`src/cotc_consts.svh`:
```
`ifndef COTC_CONSTS_SVH
`define COTC_CONSTS_SVH
// register byte offsets on the apb slave
`define COTC_OFF_CONFIG 12'h000
`define COTC_OFF_DB_RISE 12'h004
`define COTC_OFF_DB_FALL 12'h008
`define COTC_OFF_BLK_RISE 12'h00C
`define COTC_OFF_BLK_FALL 12'h010
`define COTC_OFF_PH_RISE 12'h014
`define COTC_OFF_PH_FALL 12'h018
`define COTC_OFF_STATUS 12'h01C
// field positions
`define COTC_CNT_MSB 5
`define COTC_CFG_RDBS_BIT 7
`define COTC_CFG_FDBS_BIT 6
`define COTC_CFG_POL_MSB 3
// reset values
`define COTC_CFG_RESET 8'h00
`define COTC_STATE_RESET 1'b0
`endif

```
`src/cotc_pkg.sv`:
```
package cotc_pkg;
  typedef enum logic [1:0] {
    COTC_IDLE = 2'b00,
    COTC_WAIT = 2'b01,
    COTC_FIRE = 2'b10
  } cotc_delay_state_t;

  typedef struct packed {
    logic [11:0] paddr;
    logic psel;
    logic penable;
    logic pwrite;
    logic [31:0] pwdata;
  } cotc_apb_req_t;

  typedef struct packed {
    logic [31:0] prdata;
    logic pready;
    logic pslverr;
  } cotc_apb_rsp_t;

  typedef struct packed {
    logic primary;
    logic complementary;
  } cotc_drive_t;
endpackage : cotc_pkg

```
`src/cotc_timing.sv`:
```
// Decided for this implementation: the register offsets and the APB interface to the registers.
`timescale 1ns/1ps
`include "cotc_consts.svh"

// Functional notes
// - falling dead-band select clear: complementary waits falling dead-band count in clock periods.
// - falling dead-band select set: complementary delay counted in delay-chain element periods.
// - after a rising event, falling inputs ignored for rising blanking count.
// - after a falling event, rising inputs ignored for falling blanking count.
// - each rising event postponed by rising phase delay count.
// - each falling event postponed by falling phase delay count.
// - upper two bits of every count register read zero, writes ignored.
// - count fields not cleared by reset; they keep their values.
// - primary delayed by rising dead-band count, clock or chain periods by select.
module cotc_timing #(
  parameter int CNT_W = 6
) (
  // clock and reset
  input wire logic ref_clk,
  input wire logic reset_n,
  // apb slave
  input wire cotc_pkg::cotc_apb_req_t apb_req,
  output cotc_pkg::cotc_apb_rsp_t apb_rsp,
  // generator events and delay-chain tick
  input wire logic rise_event_in,
  input wire logic fall_event_in,
  input wire logic chain_tick_in,
  // output drive
  output cotc_pkg::cotc_drive_t drive_out
);
  initial begin
    if (CNT_W != `COTC_CNT_MSB + 1) $error("cotc_timing: CNT_W must match field width");
  end

  // =========================================
  // registers
  logic [7:0] config_reg;
  logic [CNT_W-1:0] db_rise_reg;
  logic [CNT_W-1:0] db_fall_reg;
  logic [CNT_W-1:0] blk_rise_reg;
  logic [CNT_W-1:0] blk_fall_reg;
  logic [CNT_W-1:0] ph_rise_reg;
  logic [CNT_W-1:0] ph_fall_reg;
  cotc_pkg::cotc_apb_rsp_t rsp_reg;

  logic wr_en;
  logic rd_en;
  logic [11:0] addr;
  logic [CNT_W-1:0] wcnt;
  assign addr = apb_req.paddr;
  assign wr_en = apb_req.psel && apb_req.penable && apb_req.pwrite && rsp_reg.pready;
  assign rd_en = apb_req.psel && !apb_req.penable && !apb_req.pwrite;
  assign wcnt = apb_req.pwdata[CNT_W-1:0];

  // count fields have no reset: their value survives every reset
  always_ff @(posedge ref_clk) begin
    if (wr_en) begin
      if (addr == `COTC_OFF_DB_RISE) begin
        db_rise_reg <= wcnt;
      end else if (addr == `COTC_OFF_DB_FALL) begin
        db_fall_reg <= wcnt;
      end else if (addr == `COTC_OFF_BLK_RISE) begin
        blk_rise_reg <= wcnt;
      end else if (addr == `COTC_OFF_BLK_FALL) begin
        blk_fall_reg <= wcnt;
      end else if (addr == `COTC_OFF_PH_RISE) begin
        ph_rise_reg <= wcnt;
      end else if (addr == `COTC_OFF_PH_FALL) begin
        ph_fall_reg <= wcnt;
      end
    end
  end

  always_ff @(posedge ref_clk or negedge reset_n) begin
    if (!reset_n) begin
      config_reg <= `COTC_CFG_RESET;
    end else if (wr_en && addr == `COTC_OFF_CONFIG) begin
      config_reg <= {apb_req.pwdata[7:6], 2'h0, apb_req.pwdata[3:0]};
    end
  end

  // =========================================
  // event path
  // event inputs come from generator logic on this clock, no synchroniser
  logic rise_d_reg;
  logic fall_d_reg;
  logic rise_edge;
  logic fall_edge;
  always_ff @(posedge ref_clk or negedge reset_n) begin
    if (!reset_n) begin
      rise_d_reg <= 1'b0;
      fall_d_reg <= 1'b0;
    end else begin
      rise_d_reg <= rise_event_in;
      fall_d_reg <= fall_event_in;
    end
  end
  assign rise_edge = rise_event_in && !rise_d_reg;
  assign fall_edge = fall_event_in && !fall_d_reg;

  logic blank_rise_busy;
  logic blank_fall_busy;
  logic ph_rise_done;
  logic ph_fall_done;
  logic db_rise_done;
  logic db_fall_done;
  logic rise_take;
  logic fall_take;
  logic rise_tick;
  logic fall_tick;

  // rising blanking hides falling inputs and vice versa
  assign rise_take = rise_edge && !blank_fall_busy;
  assign fall_take = fall_edge && !blank_rise_busy;

  // phase delays sit ahead of blanking start so blanking follows the effective event
  cotc_delay #(.WIDTH(CNT_W)) u_ph_rise (
    .ref_clk(ref_clk), .reset_n(reset_n), .start(rise_take), .tick(1'b1),
    .count(ph_rise_reg), .busy(), .done(ph_rise_done)
  );
  cotc_delay #(.WIDTH(CNT_W)) u_ph_fall (
    .ref_clk(ref_clk), .reset_n(reset_n), .start(fall_take), .tick(1'b1),
    .count(ph_fall_reg), .busy(), .done(ph_fall_done)
  );

  cotc_delay #(.WIDTH(CNT_W)) u_blk_rise (
    .ref_clk(ref_clk), .reset_n(reset_n), .start(ph_rise_done), .tick(1'b1),
    .count(blk_rise_reg), .busy(blank_rise_busy), .done()
  );
  cotc_delay #(.WIDTH(CNT_W)) u_blk_fall (
    .ref_clk(ref_clk), .reset_n(reset_n), .start(ph_fall_done), .tick(1'b1),
    .count(blk_fall_reg), .busy(blank_fall_busy), .done()
  );

  // dead-band ticks: every clock, or one per delay-chain element when selected
  assign rise_tick = config_reg[`COTC_CFG_RDBS_BIT] ? chain_tick_in : 1'b1;
  assign fall_tick = config_reg[`COTC_CFG_FDBS_BIT] ? chain_tick_in : 1'b1;

  cotc_delay #(.WIDTH(CNT_W)) u_db_rise (
    .ref_clk(ref_clk), .reset_n(reset_n), .start(ph_rise_done), .tick(rise_tick),
    .count(db_rise_reg), .busy(), .done(db_rise_done)
  );
  cotc_delay #(.WIDTH(CNT_W)) u_db_fall (
    .ref_clk(ref_clk), .reset_n(reset_n), .start(ph_fall_done), .tick(fall_tick),
    .count(db_fall_reg), .busy(), .done(db_fall_done)
  );

  // =========================================
  // output drive
  // each output drops at once on the opposite event, rises after its dead-band
  logic prim_reg;
  logic comp_reg;
  always_ff @(posedge ref_clk or negedge reset_n) begin
    if (!reset_n) begin
      prim_reg <= `COTC_STATE_RESET;
    end else if (ph_fall_done) begin
      prim_reg <= 1'b0;
    end else if (db_rise_done) begin
      prim_reg <= 1'b1;
    end
  end

  always_ff @(posedge ref_clk or negedge reset_n) begin
    if (!reset_n) begin
      comp_reg <= `COTC_STATE_RESET;
    end else if (ph_rise_done) begin
      comp_reg <= 1'b0;
    end else if (db_fall_done) begin
      comp_reg <= 1'b1;
    end
  end

  // polarity bits 0 and 1 invert primary and complementary
  always_ff @(posedge ref_clk or negedge reset_n) begin
    if (!reset_n) begin
      drive_out <= '0;
    end else begin
      drive_out.primary <= prim_reg ^ config_reg[0];
      drive_out.complementary <= comp_reg ^ config_reg[1];
    end
  end

  // =========================================
  // apb read and response: no wait state, data ready at the access phase
  logic [31:0] rdata;
  always_comb begin
    rdata = 32'h0000_0000;
    if (addr == `COTC_OFF_CONFIG) begin
      rdata = {24'h00_0000, config_reg};
    end else if (addr == `COTC_OFF_DB_RISE) begin
      rdata = {26'h000_0000, db_rise_reg};
    end else if (addr == `COTC_OFF_DB_FALL) begin
      rdata = {26'h000_0000, db_fall_reg};
    end else if (addr == `COTC_OFF_BLK_RISE) begin
      rdata = {26'h000_0000, blk_rise_reg};
    end else if (addr == `COTC_OFF_BLK_FALL) begin
      rdata = {26'h000_0000, blk_fall_reg};
    end else if (addr == `COTC_OFF_PH_RISE) begin
      rdata = {26'h000_0000, ph_rise_reg};
    end else if (addr == `COTC_OFF_PH_FALL) begin
      rdata = {26'h000_0000, ph_fall_reg};
    end else if (addr == `COTC_OFF_STATUS) begin
      rdata = {28'h000_0000, blank_fall_busy, blank_rise_busy, prim_reg, comp_reg};
    end
  end

  logic mapped;
  assign mapped = (addr[1:0] == 2'b00) && (addr <= `COTC_OFF_STATUS);

  always_ff @(posedge ref_clk or negedge reset_n) begin
    if (!reset_n) begin
      rsp_reg <= '0;
    end else begin
      rsp_reg.pready <= apb_req.psel && !apb_req.penable;
      rsp_reg.pslverr <= apb_req.psel && !apb_req.penable && !mapped;
      if (rd_en) begin
        rsp_reg.prdata <= rdata;
      end
    end
  end
  assign apb_rsp = rsp_reg;
endmodule : cotc_timing

```
`src/cotc_delay.sv`:
```
`timescale 1ns/1ps
// =========================================
// one-shot delay counter
module cotc_delay #(
  parameter int WIDTH = 6
) (
  // clock and reset
  input wire logic ref_clk,
  input wire logic reset_n,
  // control
  input wire logic start,
  input wire logic tick,
  input wire logic [WIDTH-1:0] count,
  // result
  output logic busy,
  output logic done
);
  initial begin
    if (WIDTH < 1 || WIDTH > 16) $error("cotc_delay: WIDTH out of range");
  end

  cotc_pkg::cotc_delay_state_t state_reg;
  logic [WIDTH-1:0] cnt_reg;

  // zero count fires on the edge after the start, with no wait
  always_ff @(posedge ref_clk or negedge reset_n) begin
    if (!reset_n) begin
      state_reg <= cotc_pkg::COTC_IDLE;
      cnt_reg <= '0;
      done <= 1'b0;
    end else begin
      done <= 1'b0;
      if (start) begin
        cnt_reg <= count;
        if (count == '0) begin
          state_reg <= cotc_pkg::COTC_IDLE;
          done <= 1'b1;
        end else begin
          state_reg <= cotc_pkg::COTC_WAIT;
        end
      end else begin
        case (state_reg)
          cotc_pkg::COTC_WAIT: begin
            if (tick) begin
              if (cnt_reg == WIDTH'(1)) begin
                state_reg <= cotc_pkg::COTC_IDLE;
                done <= 1'b1;
              end
              cnt_reg <= cnt_reg - WIDTH'(1);
            end
          end
          default: state_reg <= cotc_pkg::COTC_IDLE;
        endcase
      end
    end
  end

  assign busy = (state_reg == cotc_pkg::COTC_WAIT);
endmodule : cotc_delay

```
`config.mk`:
```
export PLATFORM = sky130hd
export DESIGN_NAME = cotc_timing
export DESIGN_NICKNAME = d
export VERILOG_FILES = /design/src/cotc_pkg.sv /design/src/cotc_timing.sv /design/src/cotc_delay.sv
export VERILOG_INCLUDE_DIRS = /design/src /design/src/src
export SDC_FILE = /design/constraint.sdc
export NUM_CORES = 1
export LEC_CHECK = 0
export BUFFER_PORTS_ARGS = -buffer_cell sky130_fd_sc_hd__buf_4
export CORE_ASPECT_RATIO = 0.9
export CORE_MARGIN = 2
export CORE_UTILIZATION = 40
export DETAILED_ROUTE_END_ITERATION = 10
export HOLD_SLACK_MARGIN = 0.1
export PLACE_DENSITY_LB_ADDON = 0.12
export SLEW_MARGIN = 20
export SYNTH_ARGS = -nofsm -noshare
export SYNTH_HDL_FRONTEND = slang
export SYNTH_SLANG_ARGS = --single-unit
```
`constraint.sdc`:
```
create_clock -name ref_clk -period 3.4 [get_ports ref_clk]
set_input_delay 0.34 -clock ref_clk [delete_from_list [all_inputs] [get_ports ref_clk]]
set_output_delay 0.34 -clock ref_clk [all_outputs]
set_load 0.02 [all_outputs]
```
==> flow_summary.toml, run 1 <==
[route]
vias_per_cell = 5.19
antenna_left = 0
dr.pass1.iters = 4
drt-wirelength-per-cell_um = 16.9
drt_first_iter_violations = 351
num_vias = 3603
totalWireLength_mm = 11.7
route.detailed.drc = 0

[clock_network]
cts_tree = "built"
clockBufferDepth = 2
clkLatencyLatePin_ns = 0.34
clk_pin_slew_ns = 0.07
cts-root-buf = "clkbuf_16"
clock_sinks = 104
cts_buffers = 9
htree_levels = 3
cts.repair.resized = 0
ctsHoldBuffers = 2
postCtsSetupRepairBufs = 0

[floorplan]
fp.dieW_um = 124
core.rowCount = 39
die-area_um2 = 13900
core_area_um2 = 12600
ios = 88
die-height_um = 112
start_util = 0.409

[worst_setup_path]
cp.arrival_ns = 2.15
critPathMaxFanout = 7
cpPeakStageDelay_ns = 0.67
cp-end-kind = "flop"
timing.critical_path.required_ns = 3.41
path_common_cell = "and3_1"
path_class = "input pin to flop"
cp-start-kind = "input pin"
worstPathCellList = "buf_4 > or4_1 > nor3_1 > and3_1 > and3_1"
path_delay_family = "simple AND/OR/NAND/NOR gates"
critPathBufInv = 1
slowest_stage = "or4_1"

[timing]
max_freq_ghz = 0.467
clock-skew-final_ns = 0.0109
hold_violations = 0
rsz0062_at_grt = "false"
fin_setup_tns_ns = 0
slew_headroom = 0.411
fin_crit_sh = 0.629
min_period_ns = 2.14
setup-violations-final = 0
finalMaxSlewViolations = 0
max_slew.worst_pin.slew_ns = 0.884

[cells_and_area]
layout.nets = 589
syn_to_final_growth_pct = 13.4
drive_above_1_share = 0.147
fin_cells = 694
largest_reg_flops = 10
area.sequential_um2 = 2780
multi_input_area_um2 = 2140
fillerInstances = 1202
diodes = 0

[synth]
synth.distinct_cells = 55
avgSynthCellArea_um2 = 10.6
yosys_register_bits = 104
yosysTopAreaCell = "dfrtp_1"
synthArstFlopShare = 0.654
synth_top_area_share = 0.329
synth_edf_count = 36
yosysWarnings = 0
synth.most_common_cell = "dfrtp_1"
synth_seq_area_share = 0.538
synthesis.area_um2 = 5170
syn_inst = 488
synthTopCellsByCount = "68 x dfrtp_1, 63 x nand2_1, 48 x o21ai_0, 36 x edfxtp_1, 25 x nor2_1"
synth.top_cells.by_area = "dfrtp_1 33%, edfxtp_1 21%, o21ai_0 4.6%, nand2_1 4.6%, buf_4 3.5%"
ys.flop_type = "dfrtp_1"

[power_and_ir_drop]
p_leak_nw = 2.40
ir_drop_uv = 379
p_per_area_nw_per_um2 = 668

[placement]
dp_cells = 676
gp_congestion = 0.806
port_buffers = 39
hpwl_mm = 8.49

[global_routing]
grt_pass1_wl_mm = 18.7
grt_pass1_vias = 3412
grt_remaining_overflow = 0
grtUsageTotal = 0.180
antenna_found_initial = 0
grt_max_degree = 69

[flow_run]
cap_violations = 0

[outcome]
status = "finished, final reports clean"

[worst_hold_path]
hold_path_class = "input pin to async pin"
[report_power, final]
group | total, W | switching [W] | internal (W)
Sequential | 0.00189 | 0.000294 | 0.00159
Combinational | 0.000962 | 0.000496 | 0.000466
Clock | 0.00107 | 0.000457 | 0.000614
[cell families (layout without fill, tap and decap cells)]
family / count (synthesis) / count (layout) / share of synthesized area
AO/OA/AOI/OAI: 84 / 84 / 0.0980
XOR/XNOR: 32 / 32 / 0.0542
adder cells (fa/ha/maj): 12 / 12 / 0.0290
buffers and inverters: 62 / 81 / 0.0639
flip-flops: 104 / 104 / 0.538
multiplexers: 19 / 19 / 0.0402
other: 1 / 24 / 0.000725
AND/OR/NAND/NOR: 174 / 174 / 0.176
[per-stage QoR]
stage                     hold WS, ns  power [W]   util  setup WS [ns]  area, µm²
after global placement          0.442    0.00283  0.438          0.958       5540
after floorplan                0.0444    0.00261      -          0.988       5260
final                           0.115    0.00392  0.464           1.26       5870
after global routing            0.171    0.00421  0.464           1.17       5870
after detailed placement        0.457    0.00288  0.438          0.932       5540
after CTS                       0.146    0.00397  0.464           1.28       5870
[cell usage in the layout (no fill, tap or decap), types with 5 or more instances in the layout]
master     instances
edfxtp_1          36
mux2i_1            5
conb_1            24
nor2b_1            5
clkbuf_16         10
nand2_1           63
xnor2_1           16
or4_1              5
inv_1             18
nor4_1             8
nand3_1           12
a21oi_1            8
nand2b_1           7
a22o_1             5
buf_4             45
xor2_1            16
mux2_2            12
nor3_1            15
ha_1              12
o21ai_0           48
nor2_1            25
dfrtp_1           68
[final cells by class]
| class | instances | area share |
|---|---|---|
| inverters | 18 | 0.0115 |
| repair buffers | 47 | 0.0610 |
| well taps | 164 | 0.0350 |
| clock buffers | 11 | 0.0433 |
| flip-flops and latches | 104 | 0.474 |
| clock inverters | 5 | 0.00917 |
| multi-input cells | 345 | 0.366 |
[worst reg2reg max path, cell delays in order, from the launching register on]
cell and delay [ns]:
dfrtp_1 0.35, nand4_1 0.35, nor3_4 0.49, mux2_2 0.38
[path summary, 6_finish.rpt]
path	from	endpoint	slack (ns)	cells past startpoint
max reg2reg	apb_rsp[1]	config_reg[1]	1.72	3
min	reset_n	u_db_rise.cnt_reg[0]	0.12	1
min in group ref_clk	apb_req[33]	apb_rsp[1]	0.17	2
min reg2reg	u_db_rise.done	prim_reg	0.47	2
max	apb_req[44]	blk_rise_reg[2]	1.26	5
max in group asynchronous	reset_n	u_ph_rise.cnt_reg[1]	2.71	1
[per-layer routing]
metal	track usage	share of wire	routed length [µm]	vias to the layer above
met3	0.0451	0.047	554	6
met2	0.266	0.46	5410	90
met5	0	0	0	-
li1	-	-	-	1749
met1	0.260	0.48	5690	1758
met4	0.0545	0.0083	97	0
(Power assumes the default switching activity.)
==> run 2: changes to the inputs <==
Clock period 3.4 ns to 2 ns, I/O delays scaled along.
==> run 2 against run 1 <==
Net effect:
- clock power grew 60%
- routed wire length grew 4.1%
- core utilization grew 1.5 points
- clock skew shrank 0.0043 ns
- die area is the same
- cell area grew 3.2%
- global-route usage grew 1.3 points
- final cell count grew 3.5%
- total power grew 69%
- highest routed layer unchanged
==> flow_summary.toml, run 2 (synthesized netlist as in run 1, its figures left out) <==
[outcome]
status = "finished, final reports clean"

[timing]
holdWs_ns = 0.114
slew_headroom = 0.601
hold_violations = 0
min_period_ns = 1.72
clock-skew-final_ns = 0.00656
max_slew.worst_pin.slew_ns = 0.591
setup-violations-final = 0
fin_setup_tns_ns = 0
fin_crit_sh = 0.859
setup_ws_ns = 0.282
finalMaxSlewViolations = 0
max_freq_ghz = 0.582
rsz0062_at_grt = "false"

[floorplan]
die-area_um2 = 13900
start_util = 0.409
die-height_um = 112
core_area_um2 = 12600
ios = 88
core.rowCount = 39
fp.dieW_um = 124

[cells_and_area]
diodes = 0
largest_reg_flops = 10
syn_to_final_growth_pct = 17.1
final_cell_mix = "68 x dfrtp_1, 63 x nand2_1, 62 x buf_4, 48 x o21ai_0, 36 x edfxtp_1"
layout.nets = 613
drive_above_1_share = 0.173
fin_cells = 718
final_cell_area_um2 = 6060
mostFrequentLayoutCell = "dfrtp_1"

[clock_network]
cts_buffers = 9
cts_tree = "built"
clock_sinks = 104
clkLatencyLatePin_ns = 0.35
cts-root-buf = "clkbuf_16"
postCtsSetupRepairBufs = 0
htree_levels = 3
clk_pin_slew_ns = 0.07
clockBufferDepth = 2

[global_routing]
grt_pass1_wl_mm = 20.1
grt_max_degree = 43
grtUsageTotal = 0.192
grt_remaining_overflow = 0
grt_pass1_vias = 3726
antenna_found_initial = 0

[route]
antenna_left = 0
drt_first_iter_violations = 250
num_vias = 3696
vias_per_cell = 5.15
drt-wirelength-per-cell_um = 17.0
totalWireLength_mm = 12.2
dr.pass1.iters = 4
route.detailed.drc = 0

[worst_setup_path]
rr_worst_depth = 2
critPathMaxFanout = 6
path_common_cell = "buf_4"
cp-start-kind = "input pin"
worstReg2RegEnd = "u_db_rise.state_reg[0]"
timing.rr.start = "db_rise_reg[3]"
cpPeakStageDelay_ns = 0.52
cp-end-kind = "flop"
worstPathCellList = "dlygate4sd3_1 > buf_4 > nand4_1 > nor3_4 > buf_4 > mux2_2"
cp.arrival_ns = 1.95
r2r_setup_slack_ns = 0.36
slowest_stage = "dlygate4sd3_1"
path_class = "input pin to flop"
timing.critical_path.required_ns = 2.23

[placement]
hpwl_mm = 8.91
placed_area_um2 = 5700
dpl_worst_slack_ns = -0.0591
dp_cells = 694
gp_congestion = 0.782
port_buffers = 39

[power_and_ir_drop]
p_per_area_nw_per_um2 = 1090
ir_drop_uv = 405
p_leak_nw = 2.51

[worst_hold_path]
min_from = "apb_req[3]"
hold_end = "db_fall_reg[3]"
whs_path_depth = 1
hold_path_class = "input pin to flop"

[flow_run]
cap_violations = 0
## run 2: cell types whose count changed in the layout (fill, tap and decap cells not counted), sizes merged
cell,delta
buf,+18
dlygate4sd3,+6
clkbuf,+4
clkinv,-2
bufinv,-1
inv,-1
## run 2: worst max-delay path by stage
stage / to / slack [ns] / start
floorplan: blk_fall_reg[0] / -0.06 / apb_req[36]
global placement: config_reg[7] / -0.04 / apb_req[36]
detailed placement: config_reg[7] / -0.06 / apb_req[36]
CTS: db_fall_reg[4] / 0.31 / apb_req[44]
global route: config_reg[0] / 0.22 / apb_req[33]
finish: config_reg[7] / 0.28 / apb_req[33]
## run 2: repair_timing
action	in CTS	in global routing
setup endpoints to repair	0	0
resized for setup	0	0
hold buffers	8	0
hold endpoints to repair	43	0
## run 2: where the power goes
part,internal [W],switching [W],total (W)
Clock,0.000936,0.000770,0.00171
Sequential,0.00271,0.000492,0.00320
Combinational,0.000822,0.000891,0.00171
Total,0.00446,0.00215,0.00662
## run 2: metrics by stage
stage | util | total power (W)
floorplan | - | 0.00445
global placement | 0.451 | 0.00486
detailed placement | 0.451 | 0.00494
CTS | 0.479 | 0.00669
global route | 0.479 | 0.00714
finish | 0.479 | 0.00662
## run 2: layout make-up
cell class	count	area [µm²]
sequential	104	2780
inverter	18	67.6
clock inverter	1	5.00
timing repair buffer	71	566
fill	1218	6580
multi-input combinational	345	2160
tap	164	205
clock buffer	15	273
## run 2: critical path: cells and delay by family
family,cells,cell delay (ns)
buf+inv,3,0.81
mux,1,0.34
simple gates,2,0.59
## run 2: per-layer routing
metal  routed length, µm  share of wire  up-vias  track usage
met5                   0              0        -            0
met4                 117         0.0096        0       0.0439
met3                 615          0.050       13       0.0507
met2                5450           0.45       87        0.288
met1                6050           0.49     1796        0.279
li1                    -              -     1800            -
